<file path="src/common/mpw_pkg.sv">
package mpw_pkg;

    localparam int          NUM_CH         = 8;
    localparam int          MASTER_CH      = 0;
    localparam int          ADDR_W         = 20;

    // register byte addresses
    localparam logic [19:0] ADDR_DATA0     = 20'hf0180;
    localparam logic [19:0] ADDR_DATA_LAST = 20'hf019c;
    localparam logic [19:0] ADDR_CTRL      = 20'hf01a0;
    localparam logic [19:0] ADDR_STAT      = 20'hf01a4;
    localparam logic [19:0] ADDR_MASK      = 20'hf01a8;
    localparam logic [19:0] ADDR_POL       = 20'hf01bc;
    localparam logic [19:0] ADDR_POL_LO    = 20'hf01c0;

    // control register fields
    localparam int          CTRL_RUN_BIT   = 0;
    localparam int          CTRL_OE_LSB    = 8;
    localparam int          CTRL_MODE_LSB  = 16;

    // reset values and writable masks
    localparam logic [15:0] POL_RESET      = 16'h0000;
    localparam logic [15:0] POL_WR_MASK    = 16'h00fe;
    localparam logic [7:0]  MODE_WR_MASK   = 8'hfe;
    localparam logic [15:0] DATA_RESET     = 16'h0000;

    localparam logic [1:0]  RESP_OKAY      = 2'h0;
    localparam logic [1:0]  RESP_SLVERR    = 2'h2;

endpackage

</file>
<file path="src/rtl/mpw_top.sv">
// Added by the designer: the AXI4-Lite register port.
module mpw_top
    import mpw_pkg::*;
#(
    parameter int W = 16
)
(
    input  wire logic                clock,
    input  wire logic                rst_n,
    input  wire logic                ce,
    input  wire logic [ADDR_W-1:0]   s_axi_awaddr,
    input  wire logic                s_axi_awvalid,
    output logic                     s_axi_awready,
    input  wire logic [31:0]         s_axi_wdata,
    input  wire logic [3:0]          s_axi_wstrb,
    input  wire logic                s_axi_wvalid,
    output logic                     s_axi_wready,
    output logic [1:0]               s_axi_bresp,
    output logic                     s_axi_bvalid,
    input  wire logic                s_axi_bready,
    input  wire logic [ADDR_W-1:0]   s_axi_araddr,
    input  wire logic                s_axi_arvalid,
    output logic                     s_axi_arready,
    output logic [31:0]              s_axi_rdata,
    output logic [1:0]               s_axi_rresp,
    output logic                     s_axi_rvalid,
    input  wire logic                s_axi_rready,
    output logic [NUM_CH-1:0]        slave_pwm_pin,
    output logic                     irq
);

    ////////////////////////////////////////////////////////////////////////////////
    logic [W-1:0]        channel_data_value [NUM_CH];
    logic [W-1:0]        channel_counter    [NUM_CH];
    logic [NUM_CH-1:0]   busy_ff;
    logic [NUM_CH-1:0]   raw_ff;
    logic [NUM_CH-1:0]   nxt_raw;
    logic [NUM_CH-1:0]   pol_act_ff;
    logic [NUM_CH-1:0]   nxt_pol_act;
    logic [NUM_CH-1:0]   channel_interrupt;
    logic [NUM_CH-1:0]   nxt_irq_ev;
    logic [NUM_CH-1:0]   stat_ff;
    logic [NUM_CH-1:0]   nxt_stat;
    logic [NUM_CH-1:0]   mask_ff;
    logic [NUM_CH-1:0]   channel_output_enable;
    logic [NUM_CH-1:0]   channel_output_mode;
    logic [NUM_CH-1:0]   pin_ff;
    logic [15:0]         output_polarity_reg;
    logic                run_ff;
    logic                irq_ff;
    logic                m_irq;

    logic                aw_held_ff;
    logic                w_held_ff;
    logic [ADDR_W-1:0]   aw_addr_ff;
    logic [31:0]         wdata_ff;
    logic [3:0]          wstrb_ff;
    logic                awready_ff;
    logic                wready_ff;
    logic                bvalid_ff;
    logic [1:0]          bresp_ff;
    logic                arready_ff;
    logic                rvalid_ff;
    logic [31:0]         rdata_ff;
    logic [1:0]          rresp_ff;
    logic                aw_take;
    logic                w_take;
    logic                do_wr;
    logic                nxt_aw_held;
    logic                nxt_w_held;

    ////////////////////////////////////////////////////////////////////////////////
    function automatic logic addr_hit(input logic [ADDR_W-1:0] a);
        addr_hit = (a[1:0] == 2'h0) &&
                   ((a >= ADDR_DATA0 && a <= ADDR_DATA_LAST) ||
                    a == ADDR_CTRL || a == ADDR_STAT || a == ADDR_MASK ||
                    a == ADDR_POL || a == ADDR_POL_LO);
    endfunction

    function automatic logic [2:0] data_idx(input logic [ADDR_W-1:0] a);
        logic [ADDR_W-1:0] off;
        off      = a - ADDR_DATA0;
        data_idx = off[4:2];
    endfunction

    function automatic logic [15:0] strobe16(input logic [15:0] old,
                                             input logic [31:0] wd,
                                             input logic [3:0]  st);
        strobe16 = {st[1] ? wd[15:8] : old[15:8], st[0] ? wd[7:0] : old[7:0]};
    endfunction

    ////////////////////////////////////////////////////////////////////////////////
    // axi write channel
    assign aw_take     = s_axi_awvalid & awready_ff;
    assign w_take      = s_axi_wvalid & wready_ff;
    assign do_wr       = aw_held_ff & w_held_ff & ~bvalid_ff;
    assign nxt_aw_held = (aw_held_ff | aw_take) & ~do_wr;
    assign nxt_w_held  = (w_held_ff | w_take) & ~do_wr;

    always_ff @(posedge clock or negedge rst_n)
    begin
        if (!rst_n)
        begin
            aw_held_ff <= 1'b0;
            w_held_ff  <= 1'b0;
            aw_addr_ff <= '0;
            wdata_ff   <= 32'h0;
            wstrb_ff   <= 4'h0;
            awready_ff <= 1'b0;
            wready_ff  <= 1'b0;
            bvalid_ff  <= 1'b0;
            bresp_ff   <= RESP_OKAY;
        end
        else if (ce)
        begin
            aw_held_ff <= nxt_aw_held;
            w_held_ff  <= nxt_w_held;
            awready_ff <= ~nxt_aw_held;
            wready_ff  <= ~nxt_w_held;
            if (aw_take)
                aw_addr_ff <= s_axi_awaddr;
            if (w_take)
            begin
                wdata_ff <= s_axi_wdata;
                wstrb_ff <= s_axi_wstrb;
            end
            if (do_wr)
            begin
                bvalid_ff <= 1'b1;
                bresp_ff  <= addr_hit(aw_addr_ff) ? RESP_OKAY : RESP_SLVERR;
            end
            else if (s_axi_bready)
                bvalid_ff <= 1'b0;
        end
    end

    ////////////////////////////////////////////////////////////////////////////////
    // register writes
    always_ff @(posedge clock or negedge rst_n)
    begin
        if (!rst_n)
        begin
            for (int k = 0; k < NUM_CH; k++)
                channel_data_value[k] <= DATA_RESET;
            run_ff                <= 1'b0;
            channel_output_enable <= '0;
            channel_output_mode   <= '0;
            mask_ff               <= '0;
            output_polarity_reg   <= POL_RESET;
        end
        else if (ce && do_wr && addr_hit(aw_addr_ff))
        begin
            if (aw_addr_ff >= ADDR_DATA0 && aw_addr_ff <= ADDR_DATA_LAST)
                channel_data_value[data_idx(aw_addr_ff)] <=
                    strobe16(channel_data_value[data_idx(aw_addr_ff)], wdata_ff, wstrb_ff);
            if (aw_addr_ff == ADDR_CTRL)
            begin
                if (wstrb_ff[0])
                    run_ff <= wdata_ff[CTRL_RUN_BIT];
                if (wstrb_ff[1])
                    channel_output_enable <= wdata_ff[CTRL_OE_LSB +: NUM_CH];
                if (wstrb_ff[2])
                    channel_output_mode <= wdata_ff[CTRL_MODE_LSB +: NUM_CH] & MODE_WR_MASK;
            end
            if (aw_addr_ff == ADDR_MASK && wstrb_ff[0])
                mask_ff <= wdata_ff[NUM_CH-1:0];
            if (aw_addr_ff == ADDR_POL)
                output_polarity_reg <= strobe16(output_polarity_reg, wdata_ff, wstrb_ff)
                                       & POL_WR_MASK;
            if (aw_addr_ff == ADDR_POL_LO && wstrb_ff[0])
                output_polarity_reg <= {8'h00, wdata_ff[7:0]} & POL_WR_MASK;
        end
    end

    ////////////////////////////////////////////////////////////////////////////////
    // axi read channel
    always_ff @(posedge clock or negedge rst_n)
    begin
        if (!rst_n)
        begin
            arready_ff <= 1'b0;
            rvalid_ff  <= 1'b0;
            rdata_ff   <= 32'h0;
            rresp_ff   <= RESP_OKAY;
        end
        else if (ce)
        begin
            if (s_axi_arvalid && arready_ff)
            begin
                arready_ff <= 1'b0;
                rvalid_ff  <= 1'b1;
                rresp_ff   <= addr_hit(s_axi_araddr) ? RESP_OKAY : RESP_SLVERR;
                rdata_ff   <= 32'h0;
                if (s_axi_araddr[1:0] == 2'h0 && s_axi_araddr >= ADDR_DATA0 &&
                    s_axi_araddr <= ADDR_DATA_LAST)
                    rdata_ff <= {16'h0000, channel_data_value[data_idx(s_axi_araddr)]};
                else if (s_axi_araddr == ADDR_CTRL)
                    rdata_ff <= {8'h00, channel_output_mode, channel_output_enable,
                                 7'h00, run_ff};
                else if (s_axi_araddr == ADDR_STAT)
                    rdata_ff <= {24'h000000, stat_ff};
                else if (s_axi_araddr == ADDR_MASK)
                    rdata_ff <= {24'h000000, mask_ff};
                else if (s_axi_araddr == ADDR_POL)
                    rdata_ff <= {16'h0000, output_polarity_reg};
                else if (s_axi_araddr == ADDR_POL_LO)
                    rdata_ff <= {24'h000000, output_polarity_reg[7:0]};
            end
            else if (rvalid_ff && s_axi_rready)
            begin
                rvalid_ff  <= 1'b0;
                arready_ff <= 1'b1;
            end
            else if (!rvalid_ff)
                arready_ff <= 1'b1;
        end
    end

    ////////////////////////////////////////////////////////////////////////////////
    // master and slave counters
    assign m_irq = channel_interrupt[MASTER_CH];

    always_ff @(posedge clock or negedge rst_n)
    begin
        if (!rst_n)
        begin
            for (int k = 0; k < NUM_CH; k++)
                channel_counter[k] <= '0;
            busy_ff <= '0;
        end
        else if (ce)
        begin
            if (!run_ff || channel_counter[MASTER_CH] == '0)
                channel_counter[MASTER_CH] <= channel_data_value[MASTER_CH];
            else
                channel_counter[MASTER_CH] <= channel_counter[MASTER_CH] - 1'b1;
            for (int k = 1; k < NUM_CH; k++)
            begin
                if (!run_ff)
                begin
                    channel_counter[k] <= '0;
                    busy_ff[k]         <= 1'b0;
                end
                else if (m_irq)
                begin
                    channel_counter[k] <= channel_data_value[k];
                    busy_ff[k]         <= channel_data_value[k] != '0;
                end
                else if (busy_ff[k])
                begin
                    channel_counter[k] <= channel_counter[k] - 1'b1;
                    busy_ff[k]         <= channel_counter[k] != 1;
                end
            end
        end
    end

    // output set/reset and channel events
    always_comb
    begin
        nxt_raw    = '0;
        nxt_irq_ev = '0;
        if (run_ff)
        begin
            nxt_raw                = raw_ff;
            nxt_raw[MASTER_CH]     = raw_ff[MASTER_CH] ^ m_irq;
            nxt_irq_ev[MASTER_CH]  = channel_counter[MASTER_CH] == '0;
            for (int k = 1; k < NUM_CH; k++)
            begin
                if (m_irq)
                begin
                    // still-active output is simply re-set, giving full duty
                    nxt_raw[k]    = channel_data_value[k] != '0;
                    nxt_irq_ev[k] = channel_data_value[k] == '0;
                end
                else if (busy_ff[k] && channel_counter[k] == 1)
                begin
                    nxt_raw[k]    = 1'b0;
                    nxt_irq_ev[k] = 1'b1;
                end
            end
        end
        // polarity latched only when the output changes
        for (int k = 0; k < NUM_CH; k++)
            nxt_pol_act[k] = (nxt_raw[k] != raw_ff[k]) ? output_polarity_reg[k]
                                                        : pol_act_ff[k];
    end

    always_ff @(posedge clock or negedge rst_n)
    begin
        if (!rst_n)
        begin
            raw_ff            <= '0;
            pol_act_ff        <= '0;
            channel_interrupt <= '0;
            pin_ff            <= '0;
        end
        else if (ce)
        begin
            raw_ff            <= nxt_raw;
            pol_act_ff        <= nxt_pol_act;
            channel_interrupt <= nxt_irq_ev;
            pin_ff            <= channel_output_enable
                                 & (nxt_raw ^ (channel_output_mode & nxt_pol_act));
        end
    end

    ////////////////////////////////////////////////////////////////////////////////
    // sticky status, set wins over write-one-clear
    always_comb
    begin
        nxt_stat = stat_ff;
        if (do_wr && aw_addr_ff == ADDR_STAT && wstrb_ff[0])
            nxt_stat = nxt_stat & ~wdata_ff[NUM_CH-1:0];
        nxt_stat = nxt_stat | channel_interrupt;
    end

    always_ff @(posedge clock or negedge rst_n)
    begin
        if (!rst_n)
        begin
            stat_ff <= '0;
            irq_ff  <= 1'b0;
        end
        else if (ce)
        begin
            stat_ff <= nxt_stat;
            irq_ff  <= |(nxt_stat & mask_ff);
        end
    end

    assign s_axi_awready = awready_ff;
    assign s_axi_wready  = wready_ff;
    assign s_axi_bvalid  = bvalid_ff;
    assign s_axi_bresp   = bresp_ff;
    assign s_axi_arready = arready_ff;
    assign s_axi_rvalid  = rvalid_ff;
    assign s_axi_rdata   = rdata_ff;
    assign s_axi_rresp   = rresp_ff;
    assign slave_pwm_pin = pin_ff;
    assign irq           = irq_ff;

    for (genvar g = 1; g < NUM_CH; g++)
    begin : g_slave_chk

    end
endmodule

</file>
<file path="config.mk">
export PLATFORM = sky130hd
export DESIGN_NAME = mpw_top
export DESIGN_NICKNAME = d
export VERILOG_FILES = /design/src/common/mpw_pkg.sv /design/src/rtl/mpw_top.sv
export SDC_FILE = /design/constraint.sdc
export NUM_CORES = 1
export LEC_CHECK = 0
export ABC_AREA = 1
export BUFFER_PORTS_ARGS = -buffer_cell sky130_fd_sc_hd__buf_2
export CAP_MARGIN = 15
export CORE_MARGIN = 5
export CORE_UTILIZATION = 25
export CTS_BUF_LIST = sky130_fd_sc_hd__clkbuf_8
export DETAILED_ROUTE_END_ITERATION = 8
export PLACE_DENSITY = 0.5
export SETUP_SLACK_MARGIN = 0.5
export SYNTH_ARGS = -nofsm -noshare
export SYNTH_HDL_FRONTEND = slang
export SYNTH_SLANG_ARGS = --single-unit
</file>
<file path="constraint.sdc">
create_clock -name clock -period 2.4 [get_ports clock]
set_clock_uncertainty 0.15 [all_clocks]
set_input_delay 0.12 -clock clock [delete_from_list [all_inputs] [get_ports clock]]
set_output_delay 0.12 -clock clock [all_outputs]
set_load 0.05 [all_outputs]
</file>
==> results of run 1 <==
==> final timing paths <==
kind                            cells after the start                     end             start  slack (ns)
worst max-delay path                               10  channel_data_value[66]     aw_addr_ff[3]        0.09
worst min-delay path                                4          aw_addr_ff[15]  s_axi_awaddr[15]        0.03
worst max register to register                     10  channel_data_value[66]     aw_addr_ff[3]        0.09
worst min register to register                      2        slave_pwm_pin[6]  slave_pwm_pin[6]        0.32
max in group asynchronous                           5  channel_output_mode[2]             rst_n        0.84
min in group asynchronous                           3  channel_data_value[97]             rst_n        0.39
==> power by group through the flow <==
stage / logic, uW / clock network (uW) / registers, uW
2_1_floorplan: 6820 / 0 / 9840
3_3_place_gp: 11100 / 0 / 9840
3_5_place_dp: 11200 / 0 / 9830
4_1_cts: 11500 / 7670 / 9750
5_1_grt: 13900 / 7980 / 10100
6_report: 12700 / 7510 / 9870
==> metal layers <==
layer	wire length [um]	part of all wire [%]	track usage, %	vias to the layer above
li1	-	-	-	11742
met1	45700	44	27.6	11980
met2	45800	44	30.2	1065
met3	8020	7.8	3.06	197
met4	3620	3.5	6.43	0
met5	0	0	0	-
==> synth_stat cells (20+ instances only) <==
master / n
o21ai_0: 324
buf_2: 33
a21oi_1: 140
dfrtp_1: 412
nand4_1: 51
a31oi_1: 21
o21ai_1: 72
nor2_1: 264
inv_1: 405
nand3_1: 267
nor3_1: 38
o211ai_1: 29
o221ai_1: 20
clkbuf_1: 83
nand2_1: 792
xor2_1: 37
o22ai_1: 96
==> area by class of cell <==
type | count | area (um^2) | share of cell area [%]
Multi-Input combinational cell | 2281 | 11800 | 37.5
Sequential cell | 412 | 10300 | 32.8
Timing Repair Buffer | 504 | 4500 | 14.3
Inverter | 413 | 1600 | 5.06
Tap cell | 1254 | 1570 | 4.98
Clock buffer | 107 | 1470 | 4.67
Clock inverter | 37 | 225 | 0.715
Antenna cell | 2 | 5.00 | 0.0159
==> cell families (layout without fill, tap and decap cells) <==
logic type | after synthesis | after routing
compound gates | 768 | 768
simple gates | 1449 | 1449
flops | 412 | 412
fa+ha+maj | 16 | 16
xor+xnor | 37 | 37
other cells | 1 | 13
buf+inv | 560 | 1061
==> stage by stage <==
stage / power, uW / hold slack [ns] / cells / worst slack (ns) / area (um^2)
4_1_cts: 28900 / 0.000270 / 4956 / 0.174 / 30200
5_1_grt: 32000 / 0.0301 / 5009 / -0.0240 / 31500
3_3_place_gp: 21000 / -0.0551 / 4694 / -0.0455 / 27100
2_1_floorplan: 16700 / -0.326 / 3253 / 0.318 / 23700
6_report: 30100 / 0.0318 / 5010 / 0.0899 / 31500
3_5_place_dp: 21000 / -0.0587 / 4695 / -0.0966 / 27100
==> tightest hold or removal path: cells and delay by family <==
family | cells | cell delay, ns
compound gates | 1 | 0.07
buf+inv | 2 | 0.61
simple gates | 1 | 0.04
==> timing repair <==
action / in CTS / in global routing
hold endpoints to repair: 513 / 0
gates resized for setup: 54 / 239
gates cloned: 4 / 14
hold buffers: 101 / 0
buffers inserted: 12 / 36
pin swaps: 13 / 66
setup endpoints to repair: 310 / 352
==> results.md, run 1 <==
* Warnings from Yosys at 0
* Critical-path cell list: inv_2 -> nand2_8 -> buf_12 -> o22ai_1 -> a21oi_1 -> a21oi_1 -> o31ai_1 -> nand2_1 -> clkinvlp_4 -> o21ai_1
* Vias in the first global route at approximately 23000
* Vias at 24984
* Final net count at 3791
* Share of layout cells above drive strength 1 at about a fifth
* Slew @ Worst Pin at about 1.2 ns
* Port Buffer Count at 112
* Max Clock Freq at 0.433 GHz
* CP max stage delay at 0.45 ns
* # IOs at 134
* Number of synthesized flops with an enable pin at 0
* Final cycle utilization of the critical path at 96.3%
* Clk buf depth at 3
* CP Capture Type: flip-flop
* DR DRC count at 0
* Async SR Flop Fraction at 100%
* GR Overflow Total at 0
* WP data required at 2.85 ns
* First-pass GRT wire length at 149000 um
* Final TNS setup at 0 ns
* Routed len/inst at 20.6 um
* CP most frequent cell: a21oi_1
* Most used DFF post-synth: dfrtp_1
* Die Y at 317 um
* Commonest cells after routing, fill and taps aside: nand2_1 (729), dfrtp_1 (404), inv_1 (401)
* CORE AREA at about 93000 um^2
* Fin crit period at 2.31 ns
* Overall Global Routing Usage at between 10% and 20%
* Synth top area cells: dfrtp_1 (44%), nand2_1 (13%), o21ai_0 (6.9%)
* Row Count at 112
* Fin util at between 30% and 40%
* Net Sw Power at 12900 uW
* CP delay by family, top: compound AO/OA/AOI/OAI gates
* Fillers at 10006
* Final setup violation count at 0
* CP arrival at about 2.8 ns
* Leakage at around 0.015 uW
* CP max stage cell: dfrtp_2
* Worst Path Buf+Inv at 3
* Clock power frac at around a quarter
* Initial Util at 25.2%
* Final Hold Fails at 0
* Mapped Cells at 3243
* Status: finished, final reports clean
* Routed Antenna Nets at 0
* Largest family of logic cells by synthesized area: simple AND/OR/NAND/NOR gates
* Top cell type's share of synthesized area at between 40% and 50%
* Register area share after synthesis at 43.8%
* Flops & latches, synth at 412
* Mapped cell area at 23500 um^2
* DRT Pass-1 Iters at 6
* Area share of and/or/nand/nor cells after synthesis at 26.0%
* Mean Syn Cell Area at 7.26 um^2
* Later-pin clock latency in the skew report at around 0.70 ns
* Post-synthesis adder-cell area fraction at less than 1%
* Clock slew at reported path FFs at 0.06 ns
* Worst VDD drop at about 0.65 mV
* Startpoint types: flip-flop
* RSZ-0062 raised after global routing: yes
* Detailed Route WL at between 100000 and 150000 um
* # H-tree levels at 3
* Commonest non-fill, non-tap cell in the layout: nand2_1
* Max Cap Violations at 0
* Synth Area in Compound Gates at 18.5%
* Largest net degree at the start of global routing at 61
* Worst hold path class: in2reg
* Combinational share of power at about 42%
* Initial antenna violation count at 2
* CP max FO at 10
* Pwr Density at roughly 950 nW/um^2
* Final HPWL DP at about 74000 um
* Synth area leader: dfrtp_1
* Mux share of post-synthesis cell area at 0%
* Sw frac at 43.0%
* Total CTS buffers at a little under 80
* Post-Synth XOR/XNOR Area at 1.38%
* Via density at around 5.0
* Reg power frac at 32.8%
* WS Path Type: reg2reg
* Final Wtd Congestion at 0.976
* Die ar. at about 100000 um^2
* CTS tree: built
* Root Driver: clkbuf_8
* Initial DRC Count at between 2000 and 3000
* Power Internal at 17100 uW
* Worst slew margin at 18.7%
* Die X-Extent at 317 um
* Largest regs: channel_counter x128, channel_data_value x128
* CTS Sinks at 412
* Slew Viols, Final at 0
* Count of cell types in the netlist at 50
* P&R area growth vs syn at 33.8%
Power figures use the tool's default switching activity.
==> run 2, diff against run 1 <==
--- a/config.mk
+++ b/config.mk
@@ -10,7 +10,7 @@
 export CAP_MARGIN = 15
 export CORE_MARGIN = 5
 export CORE_UTILIZATION = 25
-export CTS_BUF_LIST = sky130_fd_sc_hd__clkbuf_8
+export CTS_CLUSTER_DIAMETER = 150
 export DETAILED_ROUTE_END_ITERATION = 8
 export PLACE_DENSITY = 0.5
 export SETUP_SLACK_MARGIN = 0.5
==> run 2 against run 1 <==
Hold slack improved by 0.028 ns. Utilization decreased by 0.55 points. Non-clock buffer count decreased by 35. Combinational power barely moved. Via count down 2.2%. Sequential power is essentially flat. Sequential share of layout area is 0.54 points higher.
==> results.md, run 2 (synthesized netlist as in run 1, its figures left out) <==
* CORE AREA at 93300 um^2 (unchanged)
* Status: finished, final reports clean (unchanged)
* Initial Util at 25.2% (unchanged)
* Max Cap Violations at 0 (unchanged)
* Slew Viols, Final at 0 (unchanged)
* Fillers at 10066 (was 10006)
* Die Y at 317 um (unchanged)
* Final net count at 3727 (was 3791)
* Initial DRC Count at 2681 (was 2883)
* Net Sw Power at 12700 uW (was 12900 uW)
* Combinational share of power at 41.7% (was 42.2%)
* WS Path Type: reg2reg (unchanged)
* Final HPWL DP at 74300 um (unchanged)
* Overall Global Routing Usage at 19.2% (was 19.4%)
* Slew @ Worst Pin at 1.00 ns (was 1.22 ns)
* Port Buffer Count at 112 (unchanged)
* Detailed Route WL at 100000 um (was 103000 um)
* Share of layout cells above drive strength 1 at 18.3% (was 19.8%)
* Die ar. at 100000 um^2 (unchanged)
* Final setup violation count at 0 (unchanged)
* Placed cell count at 4695 (unchanged)
* Initial antenna violation count at 1 (was 2)
* Clock power frac at 25.5% (was 25.0%)
* Later-pin clock latency in the skew report at 0.63 ns (was 0.70 ns)
* GR Overflow Total at 0 (unchanged)
* Final Hold Fails at 0 (unchanged)
* # H-tree levels at 2 (was 3)
* Layout Cells excl Fill at 4920 (was 5010)
* Pwr Density at 969 nW/um^2 (was 954 nW/um^2)
* Vias in the first global route at 23059 (was 23391)
* Commonest non-fill, non-tap cell in the layout: nand2_1 (unchanged)
* Worst slew margin at 33.0% (was 18.7%)
* CP Capture Type: flip-flop (unchanged)
* Worst hold path class: in2reg (unchanged)
* First-pass GRT wire length at 148000 um (was 149000 um)
* P&R area growth vs syn at 31.7% (was 33.8%)
* DRT Pass-1 Iters at 6 (unchanged)
* Routed Antenna Nets at 0 (unchanged)
* Fin util at 33.2% (was 33.8%)
* CP arrival at 2.69 ns (was 2.76 ns)
* WP data required at 2.81 ns (was 2.85 ns)
* CTS Sinks at 412 (unchanged)
* CTS tree: built (unchanged)
* Final Wtd Congestion at 0.976 (unchanged)
* Sw frac at 42.4% (was 43.0%)
* Final cycle utilization of the critical path at 95.2% (was 96.3%)
* Reg power frac at 32.8% (about the same)
* Clock slew at reported path FFs at 0.06 ns (about the same)
* Largest net degree at the start of global routing at 61 (unchanged)
* DR DRC count at 0 (unchanged)
* Clk buf depth at 3 (unchanged)
* Via density at 4.97 (was 4.99)
* Row Count at 112 (unchanged)
* Worst VDD drop at 0.701 mV (was 0.645 mV)
* CP max FO at 6 (was 10)
* Power Internal at 17300 uW (was 17100 uW)
* RSZ-0062 raised after global routing: yes (unchanged)
* Max Clock Freq at 0.438 GHz (was 0.433 GHz)
* Fin crit period at 2.28 ns (was 2.31 ns)
* Routed len/inst at 20.4 um (was 20.6 um)
* Commonest cells after routing, fill and taps aside: nand2_1 (762), dfrtp_1 (404), inv_1 (383) (was nand2_1 (729), dfrtp_1 (404), inv_1 (401))
* Vias at 24442 (was 24984)
* Die X-Extent at 317 um (unchanged)
* # IOs at 134 (unchanged)
* Largest regs: channel_counter x128, channel_data_value x128 (unchanged)
* Total CTS buffers at 50 (was 79)
* Leakage at 0.0147 uW (was 0.0151 uW)
* Root Driver: clkbuf_16 (was clkbuf_8)
* Startpoint types: flip-flop (unchanged)
==> run 2: timing repair <==
action                     in CTS  in global routing
gates cloned                    6                  6
hold buffers                   64                  0
buffers inserted               20                 36
hold endpoints to repair      474                  0
resized for setup              76                186
setup endpoints to repair     316                352
pin swaps                      28                 82
==> run 2: through the flow <==
| stage | hold slack, ns | power [uW] | cell area, um^2 | setup WS [ns] | setup TNS, ns |
|---|---|---|---|---|---|
| 2_1_floorplan | -0.326 | 16700 | 23700 | 0.318 | 0 |
| 3_3_place_gp | -0.0551 | 21000 | 27100 | -0.0455 | -0.409 |
| 3_5_place_dp | -0.0587 | 21000 | 27100 | -0.0966 | -1.19 |
| 4_1_cts | 0.0308 | 29000 | 30000 | 0.190 | 0 |
| 5_1_grt | 0.0709 | 31900 | 31000 | -0.0311 | -0.234 |
| 6_report | 0.0597 | 30000 | 31000 | 0.116 | 0 |
==> run 2: worst paths after layout <==
kind                                                to  slack [ns]  cells past startpoint           start
worst max-delay path            channel_data_value[53]        0.12                     17  aw_addr_ff[13]
worst min-delay path                  slave_pwm_pin[7]        0.06                      6              ce
worst max register to register  channel_data_value[53]        0.12                     17  aw_addr_ff[13]
worst min register to register          s_axi_rdata[7]        0.32                      2  s_axi_rdata[7]
max in group asynchronous       channel_output_mode[2]        0.79                      5           rst_n
min in group asynchronous          channel_counter[64]        0.46                      3           rst_n
==> run 2: cell type report <==
class	instances	area (um^2)	area share (%)
Antenna cell	1	2.50	0.00807
Clock buffer	78	1500	4.83
Clock inverter	12	130	0.420
Inverter	413	1590	5.14
Multi-Input combinational cell	2281	11800	37.9
Sequential cell	412	10300	33.3
Tap cell	1254	1570	5.06
Timing Repair Buffer	469	4120	13.3
==> run 2: routing by layer <==
metal  vias up  global-route usage (%)  routed length [um]
li1      11597                       -                   -
met1     11722                    27.6               45500
met2       938                    29.5               43700
met3       185                    2.98                7070
met4         0                    6.34                4120
met5         -                       0                   0
==> run 2: critical path, cell delays in order (launching register included) <==
cell and delay (ns):
dfrtp_1 0.37, inv_2 0.07, nand2_2 0.05, nor2_1 0.10, and2_4 0.19, nand4_1 0.15, buf_4 0.18, inv_1 0.04
nor2_1 0.04, nand2_2 0.06, nand3_2 0.07, nor2_4 0.15, buf_12 0.12, buf_12 0.10, buf_12 0.10, buf_16 0.12
nand3_1 0.06, nand2_1 0.06
==> run 2: power groups by stage <==
| stage | Combinational, uW | Sequential (uW) | Clock (uW) |
|---|---|---|---|
| 2_1_floorplan | 6820 | 9840 | 0 |
| 3_3_place_gp | 11100 | 9840 | 0 |
| 3_5_place_dp | 11200 | 9830 | 0 |
| 4_1_cts | 11500 | 9750 | 7780 |
| 5_1_grt | 13800 | 10100 | 8040 |
| 6_report | 12500 | 9850 | 7650 |
